==> src/verilog/eqic_regs.vh <==
`ifndef EQIC_REGS_VH
`define EQIC_REGS_VH

// ****************************************
// Register indexes
// ****************************************
`define EQIC_ADDR_W          4
`define EQIC_IDX_CONTROL     4'h0
`define EQIC_IDX_INIT_VALUE  4'h1
`define EQIC_IDX_GE_COMPARE  4'h2
`define EQIC_IDX_POSITION    4'h3
`define EQIC_IDX_STATUS      4'h4

// ****************************************
// Control field positions
// ****************************************
`define EQIC_BIT_ENABLE      15
`define EQIC_BIT_IDLE_STOP   13
`define EQIC_MODE_HI         12
`define EQIC_MODE_LO         10
`define EQIC_BIT_MATCH_B     9
`define EQIC_BIT_MATCH_A     8
`define EQIC_CONTROL_MASK    16'hBF00
`define EQIC_CONTROL_RESET   16'h0000
`define EQIC_INIT_RESET      16'h0000
`define EQIC_COMPARE_RESET   16'h0000

// ****************************************
// Initialisation modes
// ****************************************
`define EQIC_MODE_NONE       3'h0
`define EQIC_MODE_EVERY_IDX  3'h1
`define EQIC_MODE_NEXT_IDX   3'h2
`define EQIC_MODE_FIRST_HOME 3'h3
`define EQIC_MODE_SECOND_HOME 3'h4
`define EQIC_MODE_GE_RESET   3'h5
`define EQIC_MODE_MODULO     3'h6
`define EQIC_MODE_RESERVED   3'h7

`endif

==> src/verilog/eqic_edge.v <==
`timescale 1ns/100ps
// ****************************************
// Rising edge detector
// ****************************************
module eqic_edge (
  // Clock and reset
  input  wire core_clk_in,
  input  wire rst_in,
  // Level in, pulse out
  input  wire level_in,
  output wire rise_out
);
  reg last;

  always @(posedge core_clk_in) begin
    if (rst_in) begin
      last <= 1'b0;
    end else begin
      last <= level_in;
    end
  end

  assign rise_out = level_in & ~last;
endmodule // eqic_edge

==> src/verilog/eqic_position_init.v <==
`timescale 1ns/100ps
`include "eqic_regs.vh"
// Functional notes
// - With the counter enable bit (bit 15) set, the position counter runs unless idle stop halts it or the mode is 111.
// - With it clear, counters stop but all registers stay accessible.
// - With idle stop set the block halts in Idle, otherwise it runs on.
// - Init mode is bits 12 to 10 and code 111 is reserved.
// - Mode 110 makes the position counter count modulo.
// - Mode 100 loads the init value on the second index after home.
// - Mode 011 loads the init value on the first index after home.
// - Mode 001 resets the counter on every qualified index.
// - Phase B match bit picks the phase B level that qualifies index.
// - Phase A match bit (bit 8) picks the phase A level for index.
module eqic_position_init (
  // Clock and reset
  input  wire        core_clk_in,
  input  wire        rst_in,
  // Register port
  input  wire [3:0]  reg_addr_in,
  input  wire [15:0] reg_wdata_in,
  input  wire        reg_write_in,
  input  wire        reg_read_in,
  output reg  [15:0] reg_rdata_out,
  // Device state
  input  wire        device_idle_in,
  // Encoder inputs
  input  wire        phase_a_input_in,
  input  wire        phase_b_input_in,
  input  wire        index_in,
  input  wire        home_in,
  // Status
  output reg  [15:0] position_out,
  output reg         running_out,
  output reg         init_event_out
);

  // ****************************************
  // Registers
  // ****************************************
  reg  [15:0] encoder_control;
  reg  [15:0] init_value_register;
  reg  [15:0] greater_equal_compare_register;
  reg  [1:0]  home_seen;
  reg         index_armed;
  reg  [1:0]  next_home_seen;
  reg         next_index_armed;
  reg  [15:0] next_position;
  reg         next_init_event;
  reg  [15:0] read_mux;

  wire        encoder_counter_enable;
  wire        idle_stop_select;
  wire [2:0]  position_init_mode;
  wire        phase_b_index_match;
  wire        phase_a_index_match;
  wire        index_rise;
  wire        home_rise;
  wire        index_match;
  wire        run;
  wire [15:0] count_up;

  assign encoder_counter_enable = encoder_control[`EQIC_BIT_ENABLE];
  assign idle_stop_select       = encoder_control[`EQIC_BIT_IDLE_STOP];
  assign position_init_mode     =
    encoder_control[`EQIC_MODE_HI:`EQIC_MODE_LO];
  assign phase_b_index_match    = encoder_control[`EQIC_BIT_MATCH_B];
  assign phase_a_index_match    = encoder_control[`EQIC_BIT_MATCH_A];

  // ****************************************
  // Edge detection
  // ****************************************
  eqic_edge u_index_edge (
    .core_clk_in (core_clk_in),
    .rst_in      (rst_in),
    .level_in    (index_in),
    .rise_out    (index_rise)
  );

  eqic_edge u_home_edge (
    .core_clk_in (core_clk_in),
    .rst_in      (rst_in),
    .level_in    (home_in),
    .rise_out    (home_rise)
  );

  // Index qualified by phase levels
  assign index_match = index_rise
    & (phase_b_input_in == phase_b_index_match)
    & (phase_a_input_in == phase_a_index_match);

  // Counting gate
  assign run = encoder_counter_enable
             & ~(idle_stop_select & device_idle_in);

  assign count_up = position_out + 16'h0001;

  // ****************************************
  // Register writes
  // ****************************************
  always @(posedge core_clk_in) begin
    if (rst_in) begin
      encoder_control                <= `EQIC_CONTROL_RESET;
      init_value_register            <= `EQIC_INIT_RESET;
      greater_equal_compare_register <= `EQIC_COMPARE_RESET;
    end else if (reg_write_in) begin
      case (reg_addr_in)
        `EQIC_IDX_CONTROL: begin
          encoder_control <= reg_wdata_in & `EQIC_CONTROL_MASK;
        end
        `EQIC_IDX_INIT_VALUE: begin
          init_value_register <= reg_wdata_in;
        end
        `EQIC_IDX_GE_COMPARE: begin
          greater_equal_compare_register <= reg_wdata_in;
        end
        default: begin
        end
      endcase
    end
  end

  // ****************************************
  // Position counter next state
  // ****************************************
  always @* begin
    next_position    = position_out;
    next_home_seen   = home_seen;
    next_index_armed = index_armed;
    next_init_event  = 1'b0;
    if (run) begin
      next_position = count_up;
      case (position_init_mode)
        `EQIC_MODE_NONE: begin
          next_home_seen = 2'h0;
        end
        `EQIC_MODE_EVERY_IDX: begin
          if (index_match) begin
            next_position   = 16'h0000;
            next_init_event = 1'b1;
          end
        end
        `EQIC_MODE_NEXT_IDX: begin
          if (index_match && index_armed) begin
            next_position    = init_value_register;
            next_index_armed = 1'b0;
            next_init_event  = 1'b1;
          end
        end
        `EQIC_MODE_FIRST_HOME: begin
          if (home_rise) begin
            next_home_seen = 2'h1;
          end else if (index_match && home_seen == 2'h1) begin
            next_position   = init_value_register;
            next_home_seen  = 2'h0;
            next_init_event = 1'b1;
          end
        end
        `EQIC_MODE_SECOND_HOME: begin
          if (home_rise) begin
            next_home_seen = 2'h1;
          end else if (index_match && home_seen == 2'h1) begin
            next_home_seen = 2'h2;
          end else if (index_match && home_seen == 2'h2) begin
            next_position   = init_value_register;
            next_home_seen  = 2'h0;
            next_init_event = 1'b1;
          end
        end
        `EQIC_MODE_GE_RESET: begin
          if (position_out == greater_equal_compare_register) begin
            next_position   = 16'h0000;
            next_init_event = 1'b1;
          end
        end
        `EQIC_MODE_MODULO: begin
          if (position_out == greater_equal_compare_register) begin
            next_position   = init_value_register;
            next_init_event = 1'b1;
          end
        end
        default: begin
          next_position = position_out;
        end
      endcase
    end
    if (reg_write_in && reg_addr_in == `EQIC_IDX_CONTROL) begin
      next_index_armed = 1'b1;
      next_home_seen   = 2'h0;
    end
  end

  // ****************************************
  // State registers
  // ****************************************
  always @(posedge core_clk_in) begin
    if (rst_in) begin
      position_out   <= 16'h0000;
      home_seen      <= 2'h0;
      index_armed    <= 1'b0;
      init_event_out <= 1'b0;
      running_out    <= 1'b0;
    end else begin
      position_out   <= next_position;
      home_seen      <= next_home_seen;
      index_armed    <= next_index_armed;
      init_event_out <= next_init_event;
      running_out    <= run;
    end
  end

  // ****************************************
  // Register reads
  // ****************************************
  always @* begin
    case (reg_addr_in)
      `EQIC_IDX_CONTROL:    read_mux = encoder_control;
      `EQIC_IDX_INIT_VALUE: read_mux = init_value_register;
      `EQIC_IDX_GE_COMPARE: read_mux = greater_equal_compare_register;
      `EQIC_IDX_POSITION:   read_mux = position_out;
      `EQIC_IDX_STATUS:     read_mux = {12'h000, index_armed,
                                        home_seen, run};
      default:              read_mux = 16'h0000;
    endcase
  end

  always @(posedge core_clk_in) begin
    if (rst_in) begin
      reg_rdata_out <= 16'h0000;
    end else if (reg_read_in) begin
      reg_rdata_out <= read_mux;
    end else begin
      reg_rdata_out <= 16'h0000;
    end
  end
endmodule // eqic_position_init

==> config.mk <==
export PLATFORM = sky130hd
export DESIGN_NAME = eqic_position_init
export DESIGN_NICKNAME = d
export VERILOG_FILES = /design/src/verilog/eqic_edge.v /design/src/verilog/eqic_position_init.v
export VERILOG_INCLUDE_DIRS = /design/src /design/src/verilog
export SDC_FILE = /design/constraint.sdc
export NUM_CORES = 1
export LEC_CHECK = 0
export BUFFER_PORTS_ARGS = -buffer_cell sky130_fd_sc_hd__buf_4
export CAP_MARGIN = 10
export CORE_MARGIN = 5
export CORE_UTILIZATION = 45
export DETAILED_ROUTE_END_ITERATION = 12
export GPL_TIMING_DRIVEN = 0
export PLACE_DENSITY_LB_ADDON = 0.05
export SYNTH_ARGS = -nofsm -noshare
export SYNTH_HDL_FRONTEND = slang
export SYNTH_SLANG_ARGS = --single-unit
==> constraint.sdc <==
create_clock -name core_clk_in -period 3.9 [get_ports core_clk_in]
set_input_delay 0.78 -clock core_clk_in [delete_from_list [all_inputs] [get_ports core_clk_in]]
set_output_delay 0.78 -clock core_clk_in [all_outputs]
set_load 0.01 [all_outputs]
==> results of run 1 <==
-- worst max path at each step --
stage	from	endpoint	slack, ps	cells after the start
finish	reg_addr_in[1]	init_value_register[14]	1270	7
global route	reg_addr_in[1]	init_value_register[15]	1150	7
CTS	reg_addr_in[1]	init_value_register[9]	1320	7
detailed placement	reg_addr_in[1]	init_value_register[9]	950	7
global placement	reg_addr_in[1]	init_value_register[15]	970	7
floorplan	index_in	position_out[10]	1530	8
-- synthesized netlist by cell type, types with 3 or more instances --
cell type / instances / area, sq um
a21oi_1: 50 / 250.2
a221oi_1: 12 / 105.1
a222oi_1: 12 / 120.1
a22oi_1: 8 / 60.06
a31oi_1: 9 / 56.30
and2_1: 5 / 31.28
buf_2: 10 / 50.05
clkbuf_1: 31 / 116.4
dfxtp_1: 78 / 1562
inv_1: 4 / 15.01
nand2_1: 96 / 360.4
nand2b_1: 3 / 18.77
nand3_1: 24 / 120.1
nand4_1: 10 / 62.56
nor2_1: 26 / 97.59
nor2b_1: 6 / 37.54
nor3_1: 16 / 80.08
nor4_1: 4 / 25.02
o21ai_0: 5 / 25.02
xnor2_1: 22 / 192.7
xor2_1: 4 / 35.03
-- flip-flops by register name, summed over array words and instances, names as in the netlist --
signal and count:
home_seen 2, greater_equal_compare_register 16, u_home_edge.last 1, running_out 1
u_index_edge.last 1, position_out 16, encoder_control 7, init_value_register 16
index_armed 1, init_event_out 1, reg_rdata_out 16
-- worst reg2reg max path, delay by kind of cell (launching register included) --
| family | cells | cell delay, ps |
|---|---|---|
| DFF | 1 | 360 |
| xor gates and xnor gates | 1 | 160 |
| AOI/OAI and AO/OA | 3 | 790 |
| buffers and inverters | 2 | 510 |
| and+or+nand+nor | 2 | 530 |
-- per-layer routing --
layer	global-route usage [%]	routed length, um	vias to the layer above
met4	11.86	358	0
met3	2.893	930	30
met2	37.02	5548	159
met5	0	0	-
li1	-	-	1810
met1	31.51	5047	1727
-- power groups by stage --
stage          Sequential (uW)  Clock (uW)  Combinational [uW]
3_3_place_gp               830           0                 105
2_1_floorplan              828           0                55.4
6_report                   811         672                 107
3_5_place_dp               830           0                 106
4_1_cts                    811         688                 107
5_1_grt                    812         716                 117
-- per-stage QoR --
stage          total power (uW)  cell area (sq um)  hold slack, ps  setup WS (ps)  cells
6_report                   1590               4548           485.5           1271    649
4_1_cts                    1606               4543           485.1           1325    648
5_1_grt                    1645               4548           501.9           1149    649
3_5_place_dp              936.0               4328           471.6          949.6    632
2_1_floorplan             883.7               3754           445.3           1533    468
3_3_place_gp              934.8               4328           464.4          968.8    632
-- cells by family after synthesis --
group | count (synthesis) | synth area share, %
flops | 78 | 41.60
simple gates | 207 | 26.37
fa+ha+maj | 1 | 0.3333
compound gates | 108 | 20.07
buf+inv | 46 | 5.033
xor+xnor | 26 | 6.066
mux | 2 | 0.5334
-- layout make-up --
type / count / area share, %
Multi-Input combinational cell: 344 / 44.04
Buffer: 42 / 3.824
Sequential cell: 78 / 34.33
Clock buffer: 11 / 2.889
Tap cell: 105 / 2.889
Inverter: 4 / 0.3301
Clock inverter: 5 / 1.843
Timing Repair Buffer: 60 / 9.849
==> impl_metrics.prom, run 1 <==
# TYPE chip_impl_metric gauge
chip_impl_metric{name="routed-via-count",unit=""} 3726
chip_impl_metric{name="n_fill_cell",unit=""} 815
chip_impl_info{name="r2r_end",value="position_out[0]"} 1
chip_impl_metric{name="count_of_flip_flops_with_a_built_in_enable_after_synthesis",unit=""} 0
chip_impl_metric{name="synth-seq-area-share",unit="%"} 41.60
chip_impl_metric{name="postSynthRegisterBits",unit=""} 78
chip_impl_metric{name="rr_worst_depth",unit=""} 8
chip_impl_info{name="crit_path_start_kind",value="primary input"} 1
chip_impl_metric{name="grt_pass1_wl",unit="um"} 18460
chip_impl_metric{name="time_the_final_worst_path_needs_with_i_o_delays_and_setup",unit="ps"} 2629
chip_impl_metric{name="path_clk_slew",unit="ps"} 80
chip_impl_info{name="critical_path_class",value="primary input to flop"} 1
chip_impl_metric{name="syn-num-nets",unit=""} 498
chip_impl_metric{name="dpl.hpwl",unit="um"} 8637
chip_impl_metric{name="globalRouteOverflowTotal",unit=""} 0
chip_impl_metric{name="cts.sink_count",unit=""} 78
chip_impl_info{name="layout.cells.most_common",value="nand2_1"} 1
chip_impl_metric{name="total_leakage_power",unit="uW"} 0.001535
chip_impl_info{name="worst_r2r_startpoint",value="position_out[12]"} 1
chip_impl_info{name="cts.root.buffer_cell",value="clkbuf_8"} 1
chip_impl_metric{name="fin_tns_setup",unit="ps"} 0
chip_impl_info{name="crit_family",value="simple AND/OR/NAND/NOR gates"} 1
chip_impl_info{name="synth_flop_cell",value="dfxtp_1"} 1
chip_impl_info{name="commonest_cells_after_routing_fill_and_taps_aside",value="nand2_1, dfxtp_1, buf_4, a21oi_1, clkbuf_1"} 1
chip_impl_info{name="result_of_the_run",value="finished, final reports clean"} 1
chip_impl_metric{name="drtIter0Drc",unit=""} 337
chip_impl_info{name="hold_start",value="init_value_register[4]"} 1
chip_impl_info{name="tritoncts",value="built"} 1
chip_impl_metric{name="timing_worst_slew_pin_value",unit="ps"} 803.9
chip_impl_metric{name="synth-warning-count",unit=""} 0
chip_impl_info{name="worst_min_delay_path_endpoint",value="init_value_register[4]"} 1
chip_impl_metric{name="area_growth",unit="%"} 21.17
chip_impl_metric{name="max_freq",unit="MHz"} 380.4
chip_impl_info{name="setup.worst_path.end_class",value="flop"} 1
chip_impl_metric{name="power_switching",unit="uW"} 383.7
chip_impl_metric{name="timing.max_cap.violations",unit=""} 0
chip_impl_metric{name="initial_utilization",unit="%"} 45.91
chip_impl_metric{name="intPower",unit="uW"} 1207
chip_impl_info{name="hold_class",value="flop to flop"} 1
chip_impl_metric{name="die_height",unit="um"} 101.3
chip_impl_metric{name="final-seq-area",unit="sq mm"} 0.001562
chip_impl_metric{name="post-route-drc-count",unit=""} 0
chip_impl_metric{name="final_util",unit="%"} 55.63
chip_impl_metric{name="maximum_number_of_pins_on_one_net_before_global_route_repair",unit=""} 14
chip_impl_metric{name="power.share.switching",unit="%"} 24.13
chip_impl_metric{name="place.gp.congestion",unit=""} 0.9258
chip_impl_metric{name="wl_per_cell",unit="um"} 18.31
chip_impl_metric{name="critical_path_arrival",unit="ps"} 2920
chip_impl_metric{name="synth_async_sr_flop_share",unit="%"} 0
chip_impl_metric{name="drt_pre_antenna_iters",unit=""} 5
chip_impl_metric{name="port-buffer-count",unit=""} 59
chip_impl_metric{name="combPwrFrac",unit="%"} 6.7
chip_impl_metric{name="vias_in_the_first_global_route",unit=""} 3583
chip_impl_metric{name="cts.path.max_buffers",unit=""} 2
chip_impl_metric{name="hold_buffers",unit=""} 0
chip_impl_metric{name="cp.buffers_inverters",unit=""} 3
chip_impl_metric{name="worst_skew_pair.late_latency",unit="ps"} 360
chip_impl_info{name="critical_path.cell_chain",value="buf_2 > nor4b_2 > and2_1 > clkbuf_1 > clkbuf_1 > nand2_1 > a21oi_1"} 1
chip_impl_metric{name="p_per_area",unit="mW/mm^2"} 349.7
chip_impl_metric{name="grt_usage",unit="%"} 23.44
chip_impl_metric{name="fp.dieArea",unit="sq mm"} 0.01027
chip_impl_metric{name="grt_antenna_before_repair",unit=""} 0
chip_impl_metric{name="chipWidth",unit="um"} 101.3
chip_impl_metric{name="setup.reg_to_reg.worst_slack",unit="ps"} 1460
chip_impl_metric{name="ant_nets",unit=""} 0
chip_impl_metric{name="number_of_diodes_added_for_antenna_fixing",unit=""} 0
chip_impl_metric{name="clkPwrFrac",unit="%"} 42.3
chip_impl_metric{name="route.final.wire_length",unit="um"} 11880
chip_impl_metric{name="area_of_the_multi_input_gates",unit="sq mm"} 0.002003
chip_impl_metric{name="setup_viol",unit=""} 0
chip_impl_metric{name="slowest_delay",unit="ps"} 700
chip_impl_metric{name="fin_nets",unit=""} 569
chip_impl_metric{name="placeableCoreArea",unit="sq mm"} 0.008175
chip_impl_metric{name="max_slew_violation_count",unit=""} 0
chip_impl_metric{name="crit_fanout",unit=""} 10
chip_impl_metric{name="routed_via_density",unit=""} 5.741
chip_impl_metric{name="final-hold-violation-count",unit=""} 0
chip_impl_metric{name="final.setup_skew",unit="ps"} 10.11
chip_impl_info{name="critPathMostFrequentCell",value="clkbuf_1"} 1
chip_impl_metric{name="num_rows",unit=""} 33
chip_impl_metric{name="max-vdd-ir-drop",unit="mV"} 0.1749
chip_impl_metric{name="synth_cell_type_count",unit=""} 45
chip_impl_metric{name="layout-drive-gt1-share",unit="%"} 17.10
chip_impl_metric{name="numCtsBuffers",unit=""} 9
chip_impl_metric{name="pwr-share-seq",unit="%"} 51.0
chip_impl_metric{name="worst_ep_required_time",unit="ps"} 4190
chip_impl_metric{name="cts_htree_levels",unit=""} 3
chip_impl_metric{name="post_synth_inst_count",unit=""} 468
chip_impl_metric{name="hold-path-cell-count",unit=""} 2
chip_impl_metric{name="slew-limit-headroom",unit="%"} 46.27
chip_impl_info{name="critical_path.slowest_cell",value="nor4b_2"} 1
chip_impl_info{name="rsz_0062_raised_after_global_routing",value="false"} 1
chip_impl_metric{name="min_period_over_period",unit="%"} 67.41
chip_impl_metric{name="post-cts-setup-buffer-count",unit=""} 0
chip_impl_metric{name="i_o_pin_cnt",unit=""} 63
chip_impl_metric{name="post_synth_instance_area",unit="sq mm"} 0.003754
chip_impl_metric{name="cts.repair.resized",unit=""} 0
chip_impl_metric{name="synthesis.area_per_instance",unit="sq um"} 8.021
Note: power is estimated with default switching activity, not from simulation.
==> run 2, diff against run 1 <==
- clock period: 3.9 -> 2.3 ns (I/O delays scaled with it)
==> run 2 against run 1 <==
Net effect:
- hold slack got worse by 160 ps
- flip-flop and latch count stayed put
- critical path depth grew 1
- sequential share of layout area decreased by 0.27 points
- core utilization up 0.66 points
- combinational power up 77%
- clock skew increased by 0.55 ps
- cell area rose by 1.2%
- wire length increased by 0.69%
- cell count down 0.15%
- sequential power is 70% higher
- setup slack worse by 1200 ps
- critical endpoint is now position_out[0]
==> impl_metrics.prom, run 2 (synthesized netlist as in run 1, its figures left out) <==
# TYPE chip_impl_metric gauge
chip_impl_info{name="result_of_the_run",value="finished, final reports clean"} 1
chip_impl_metric{name="globalRouteOverflowTotal",unit=""} 0
chip_impl_metric{name="wl_per_cell",unit="um"} 18.47
chip_impl_metric{name="final_cells",unit=""} 648
chip_impl_metric{name="numCtsBuffers",unit=""} 9
chip_impl_metric{name="die_height",unit="um"} 101.3
chip_impl_metric{name="vias_in_the_first_global_route",unit=""} 3558
chip_impl_metric{name="area_growth",unit="%"} 22.60
chip_impl_metric{name="p_per_area",unit="mW/mm^2"} 589.6
chip_impl_info{name="critical_path.slowest_cell",value="nor4_4"} 1
chip_impl_metric{name="initial_utilization",unit="%"} 45.91
chip_impl_metric{name="slowest_delay",unit="ps"} 360
chip_impl_metric{name="min_period_over_period",unit="%"} 97.29
chip_impl_metric{name="crit_fanout",unit=""} 10
chip_impl_info{name="critical_path_class",value="flop to flop"} 1
chip_impl_metric{name="place.gp.congestion",unit=""} 0.9258
chip_impl_metric{name="fp.dieArea",unit="sq mm"} 0.01027
chip_impl_metric{name="i_o_pin_cnt",unit=""} 63
chip_impl_info{name="commonest_cells_after_routing_fill_and_taps_aside",value="nand2_1, dfxtp_1, buf_4, a21oi_1"} 1
chip_impl_metric{name="slew-limit-headroom",unit="%"} 47.06
chip_impl_metric{name="critical_path_arrival",unit="ps"} 2510
chip_impl_metric{name="total_leakage_power",unit="uW"} 0.001564
chip_impl_metric{name="route.final.wire_length",unit="um"} 11970
chip_impl_metric{name="timing.max_cap.violations",unit=""} 0
chip_impl_info{name="hold_class",value="primary input to flop"} 1
chip_impl_metric{name="drtIter0Drc",unit=""} 411
chip_impl_info{name="cts.root.buffer_cell",value="clkbuf_8"} 1
chip_impl_metric{name="time_the_final_worst_path_needs_with_i_o_delays_and_setup",unit="ps"} 2238
chip_impl_metric{name="cp.buffers_inverters",unit=""} 2
chip_impl_info{name="layout.cells.most_common",value="nand2_1"} 1
chip_impl_metric{name="max_slew_violation_count",unit=""} 0
chip_impl_metric{name="max_freq",unit="MHz"} 446.9
chip_impl_metric{name="dpl.hpwl",unit="um"} 8637
chip_impl_info{name="critical_path.cell_chain",value="clkbuf_4 > xnor2_1 > nand4_1 > nor4_4 > a41o_4 > buf_4 > o2111ai_1 > a311oi_1"} 1
chip_impl_metric{name="cts.sink_count",unit=""} 78
chip_impl_metric{name="routed-via-count",unit=""} 3744
chip_impl_metric{name="routed_via_density",unit=""} 5.778
chip_impl_metric{name="number_of_diodes_added_for_antenna_fixing",unit=""} 0
chip_impl_metric{name="grt_usage",unit="%"} 23.36
chip_impl_metric{name="port-buffer-count",unit=""} 59
chip_impl_metric{name="layout-drive-gt1-share",unit="%"} 19.52
chip_impl_metric{name="n_fill_cell",unit=""} 800
chip_impl_metric{name="final.hold.worst_slack",unit="ps"} 322.9
chip_impl_info{name="setup.worst_path.end_class",value="flop"} 1
chip_impl_metric{name="post-route-drc-count",unit=""} 0
chip_impl_info{name="crit_path_start_kind",value="flop"} 1
chip_impl_metric{name="timing_worst_slew_pin_value",unit="ps"} 792.1
chip_impl_metric{name="grt_antenna_before_repair",unit=""} 0
chip_impl_metric{name="placeableCoreArea",unit="sq mm"} 0.008175
chip_impl_info{name="tritoncts",value="built"} 1
chip_impl_metric{name="chipWidth",unit="um"} 101.3
chip_impl_metric{name="final-hold-violation-count",unit=""} 0
chip_impl_metric{name="setup_viol",unit=""} 0
chip_impl_metric{name="path_clk_slew",unit="ps"} 90
chip_impl_metric{name="drt_pre_antenna_iters",unit=""} 5
chip_impl_metric{name="hold_buffers",unit=""} 0
chip_impl_metric{name="worst_ep_required_time",unit="ps"} 2570
chip_impl_metric{name="fin_nets",unit=""} 568
chip_impl_metric{name="num_rows",unit=""} 33
chip_impl_metric{name="grt_pass1_wl",unit="um"} 18460
chip_impl_metric{name="max-vdd-ir-drop",unit="mV"} 0.3005
chip_impl_metric{name="final.setup_skew",unit="ps"} 10.66
chip_impl_metric{name="maximum_number_of_pins_on_one_net_before_global_route_repair",unit=""} 14
chip_impl_info{name="crit_family",value="compound AO/OA/AOI/OAI gates"} 1
chip_impl_metric{name="worst_skew_pair.late_latency",unit="ps"} 360
chip_impl_metric{name="placed_cells_incl_taps",unit=""} 632
chip_impl_metric{name="cts_htree_levels",unit=""} 3
chip_impl_metric{name="cts.path.max_buffers",unit=""} 2
chip_impl_metric{name="ant_nets",unit=""} 0
run 2: cell types whose count changed in the layout (fill, tap and decap cells not counted), moves of 2 or more:
cell / delta
clkbuf_1: -7
clkbuf_2: +5
xnor2_1: -2
dfxtp_1: -5
dfxtp_2: +5
clkbuf_4: +3
xnor2_2: +2
buf_2: -3
run 2: per-stage QoR:
step,worst slack (ps),TNS [ps],area (sq um),power (uW),utilization [%]
after floorplan,252.8,0,3754,1498,-
after global placement,-311.2,-7068,4328,1585,52.94
after detailed placement,-330.4,-8279,4328,1587,52.94
after CTS,8.362,0,4556,2729,55.72
after global routing,-15.71,-55.48,4602,2800,56.29
final,62.31,0,4602,2713,56.29
run 2: report_power, final:
| group | switching [uW] | leakage (uW) | total [uW] | internal, uW |
|---|---|---|---|---|
| sequential | 13.2 | 0.000632 | 1380 | 1360 |
| combinational | 116 | 0.000832 | 189 | 73.6 |
| clock | 534 | 0.0000998 | 1150 | 614 |
run 2: layer usage:
metal / up-vias / global-route usage, % / share of wire, %
met1: 1740 / 31.63 / 44
met4: 0 / 10.22 / 1.9
met3: 25 / 2.617 / 7.2
met2: 169 / 37.63 / 47
li1: 1810 / - / -
met5: - / 0 / 0
run 2: what timing repair did:
action / 4_1_cts / 5_1_grt
setup buffers: 0 / 1
cloned: 0 / 0
pin swaps: 1 / 3
endpoints found under the setup margin: 7 / 27
resized for setup: 3 / 18
run 2: path summary, 6_finish.rpt:
kind | startpoint | to | cells past startpoint | slack [ps]
max | position_out[4] | position_out[0] | 8 | 60
min reg2reg | init_value_register[4] | init_value_register[4] | 2 | 480
max reg2reg | position_out[4] | position_out[0] | 8 | 60
min | index_in | u_index_edge.last | 2 | 320
run 2: area by class of cell:
class,count,area (sq um),share of cell area [%]
inverter,4,15.01,0.3263
clock buffer,11,131.4,2.855
timing repair buffer,61,455.4,9.897
clock inverter,5,83.83,1.822
sequential,78,1568,34.07
buffer,40,180.2,3.915
tap,105,131.4,2.855
multi-input combinational,344,2037,44.26
==> run 3, diff against run 2 <==
--- a/config.mk
+++ b/config.mk
@@ -11,7 +11,9 @@
 export CORE_MARGIN = 5
 export CORE_UTILIZATION = 45
+export CTS_CLUSTER_DIAMETER = 120
 export DETAILED_ROUTE_END_ITERATION = 12
 export GPL_TIMING_DRIVEN = 0
 export PLACE_DENSITY_LB_ADDON = 0.05
+export SLEW_MARGIN = 20
 export SYNTH_ARGS = -nofsm -noshare
 export SYNTH_HDL_FRONTEND = slang
==> constraint.sdc (replaced) <==
create_clock -name core_clk_in -period 2.3 [get_ports core_clk_in]
set_input_delay 0.115 -clock core_clk_in [delete_from_list [all_inputs] [get_ports core_clk_in]]
set_output_delay 0.115 -clock core_clk_in [all_outputs]
set_load 0.01 [all_outputs]
==> run 3 against run 2 <==
Net effect:
- flip-flop and latch count did not move
- cell count rose by 1.1%
- sequential share of layout area fell by 0.60 points
- via count rose by 1.7%
- highest routed layer unchanged
==> impl_metrics.prom, run 3 (synthesized netlist as in run 1, its figures left out) <==
# TYPE chip_impl_metric gauge
chip_impl_info{name="crit_path_start_kind",value="primary input"} 1
chip_impl_metric{name="fin_nets",unit=""} 575
chip_impl_metric{name="routed-via-count",unit=""} 3808
chip_impl_metric{name="i_o_pin_cnt",unit=""} 63
chip_impl_metric{name="wl_per_cell",unit="um"} 18.36
chip_impl_metric{name="ant_nets",unit=""} 0
chip_impl_metric{name="critical_path_arrival",unit="ps"} 2440
chip_impl_metric{name="area_growth",unit="%"} 24.80
chip_impl_metric{name="p_per_area",unit="mW/mm^2"} 580.4
chip_impl_metric{name="cts.sink_count",unit=""} 78
chip_impl_metric{name="total_leakage_power",unit="uW"} 0.001589
chip_impl_metric{name="min_period_over_period",unit="%"} 96.73
chip_impl_metric{name="area_of_the_multi_input_gates",unit="sq mm"} 0.002043
chip_impl_metric{name="worst_ep_required_time",unit="ps"} 2520
chip_impl_metric{name="post-route-drc-count",unit=""} 0
chip_impl_info{name="result_of_the_run",value="finished, final reports clean"} 1
chip_impl_metric{name="rr_worst_depth",unit=""} 8
chip_impl_metric{name="grt_antenna_before_repair",unit=""} 0
chip_impl_metric{name="port-buffer-count",unit=""} 59
chip_impl_metric{name="dpl.hpwl",unit="um"} 8637
chip_impl_info{name="setup.worst_path.end_class",value="flop"} 1
chip_impl_metric{name="power.share.switching",unit="%"} 24.26
chip_impl_metric{name="placeableCoreArea",unit="sq mm"} 0.008175
chip_impl_metric{name="placed_cells_incl_taps",unit=""} 632
chip_impl_metric{name="timing_worst_slew_pin_value",unit="ps"} 811.2
chip_impl_metric{name="crit_fanout",unit=""} 10
chip_impl_metric{name="grt_pass1_wl",unit="um"} 18550
chip_impl_metric{name="worst_skew_pair.late_latency",unit="ps"} 360
chip_impl_metric{name="number_of_diodes_added_for_antenna_fixing",unit=""} 0
chip_impl_metric{name="power_switching",unit="uW"} 659.7
chip_impl_metric{name="slew-limit-headroom",unit="%"} 45.78
chip_impl_metric{name="drtIter0Drc",unit=""} 420
chip_impl_metric{name="final.setup_skew",unit="ps"} 11.39
chip_impl_metric{name="max-vdd-ir-drop",unit="mV"} 0.3002
chip_impl_metric{name="routed_via_density",unit=""} 5.814
chip_impl_info{name="tritoncts",value="built"} 1
chip_impl_info{name="commonest_cells_after_routing_fill_and_taps_aside",value="nand2_1, dfxtp_1, buf_4, a21oi_1, clkbuf_1"} 1
chip_impl_metric{name="final.hold.worst_slack",unit="ps"} 14.01
chip_impl_metric{name="setup_viol",unit=""} 0
chip_impl_metric{name="chipWidth",unit="um"} 101.3
chip_impl_metric{name="drt_pre_antenna_iters",unit=""} 7
chip_impl_metric{name="numCtsBuffers",unit=""} 9
chip_impl_metric{name="place.gp.congestion",unit=""} 0.9258
chip_impl_metric{name="path_clk_slew",unit="ps"} 90
chip_impl_metric{name="die_height",unit="um"} 101.3
chip_impl_info{name="cts.root.buffer_cell",value="clkbuf_8"} 1
chip_impl_metric{name="pwr-share-seq",unit="%"} 50.6
chip_impl_metric{name="final-hold-violation-count",unit=""} 0
chip_impl_metric{name="max_freq",unit="MHz"} 449.5
chip_impl_metric{name="placement.setup.worst_slack",unit="ps"} -78.04
chip_impl_metric{name="final_cells",unit=""} 655
chip_impl_metric{name="max_slew_violation_count",unit=""} 0
chip_impl_info{name="critical_path_class",value="primary input to flop"} 1
chip_impl_info{name="hold_class",value="primary input to flop"} 1
chip_impl_metric{name="intPower",unit="uW"} 2059
chip_impl_metric{name="route.final.wire_length",unit="um"} 12030
chip_impl_info{name="layout.cells.most_common",value="nand2_1"} 1
chip_impl_metric{name="fp.dieArea",unit="sq mm"} 0.01027
chip_impl_metric{name="cts.path.max_buffers",unit=""} 2
chip_impl_metric{name="time_the_final_worst_path_needs_with_i_o_delays_and_setup",unit="ps"} 2225
chip_impl_metric{name="maximum_number_of_pins_on_one_net_before_global_route_repair",unit=""} 14
chip_impl_metric{name="cts_htree_levels",unit=""} 3
chip_impl_metric{name="initial_utilization",unit="%"} 45.91
chip_impl_metric{name="combPwrFrac",unit="%"} 7.4
chip_impl_metric{name="final-seq-area",unit="sq mm"} 0.001568
chip_impl_metric{name="layout-drive-gt1-share",unit="%"} 19.09
chip_impl_metric{name="fin_tns_setup",unit="ps"} 0
chip_impl_metric{name="post-layout-total-power",unit="uW"} 2719
chip_impl_metric{name="grt_usage",unit="%"} 23.44
chip_impl_metric{name="timing.max_cap.violations",unit=""} 0
chip_impl_metric{name="setup_slack",unit="ps"} 75.14
chip_impl_metric{name="vias_in_the_first_global_route",unit=""} 3583
chip_impl_metric{name="hold-path-cell-count",unit=""} 3
chip_impl_metric{name="clkPwrFrac",unit="%"} 42.0
chip_impl_metric{name="num_rows",unit=""} 33
chip_impl_metric{name="n_fill_cell",unit=""} 793
chip_impl_metric{name="globalRouteOverflowTotal",unit=""} 0
run 3: cell count changes in the layout (fill, tap and decap cells not counted):
| cell | previous run | this run |
|---|---|---|
| dlygate4sd3_1 | 0 | 8 |
| clkbuf_2 | 6 | 4 |
| buf_2 | 7 | 6 |
| buf_4 | 61 | 62 |
| clkbuf_1 | 26 | 27 |
| nor4_1 | 4 | 3 |
| nor4_2 | 0 | 1 |
run 3: final cells by class:
type / instances / share of cell area [%]
Multi-Input combinational cell: 344 / 43.62
Inverter: 4 / 0.3205
Sequential cell: 78 / 33.47
Timing Repair Buffer: 68 / 11.32
Clock buffer: 11 / 2.804
Buffer: 40 / 3.873
Tap cell: 105 / 2.804
Clock inverter: 5 / 1.790
run 3: worst paths after layout:
check             slack (ps)                 endpoint                    from
setup reg to reg          80          position_out[0]         position_out[4]
setup / recovery          80          position_out[5]                index_in
hold reg to reg          480   init_value_register[4]  init_value_register[4]
hold / removal            10  init_value_register[10]        reg_wdata_in[10]
run 3: routing by layer:
metal  vias up  GRT usage (%)  share of wire, %
li1       1826              -                 -
met3        30          2.617               7.2
met4         0          10.22               2.6
met1      1779          31.63                44
met5         -              0                 0
met2       173          37.88                47
run 3: power groups by stage:
| stage | Sequential (uW) | Clock (uW) | Combinational (uW) |
|---|---|---|---|
| finish | 1380 | 1140 | 201 |
| CTS | 1380 | 1170 | 197 |
| global route | 1380 | 1210 | 218 |
| global placement | 1410 | 0 | 178 |
| floorplan | 1400 | 0 | 94.0 |
| detailed placement | 1410 | 0 | 180 |
run 3: what timing repair did:
action                                  in CTS  in global routing
hold buffers                                 8                  0
resized for setup                            3                 18
endpoints found under the hold margin       13                  0
setup buffers                                0                  1
endpoints found under the setup margin       7                 17
pin swaps                                    1                  2
run 3: stage by stage:
step	utilization (%)	instance area, sq um
after global routing	57.30	4684
after detailed placement	52.94	4328
after global placement	52.94	4328
after floorplan	-	3754
after CTS	56.70	4636
final	57.30	4684
run 3: worst max-delay path: stages:
cell and delay (ps):
dlygate4sd3_1 530, buf_4 100, or2b_1 230, or3_1 300
buf_2 160, o2111ai_1 210, o211ai_1 200, buf_4 240
a221oi_1 260, nor3_1 100
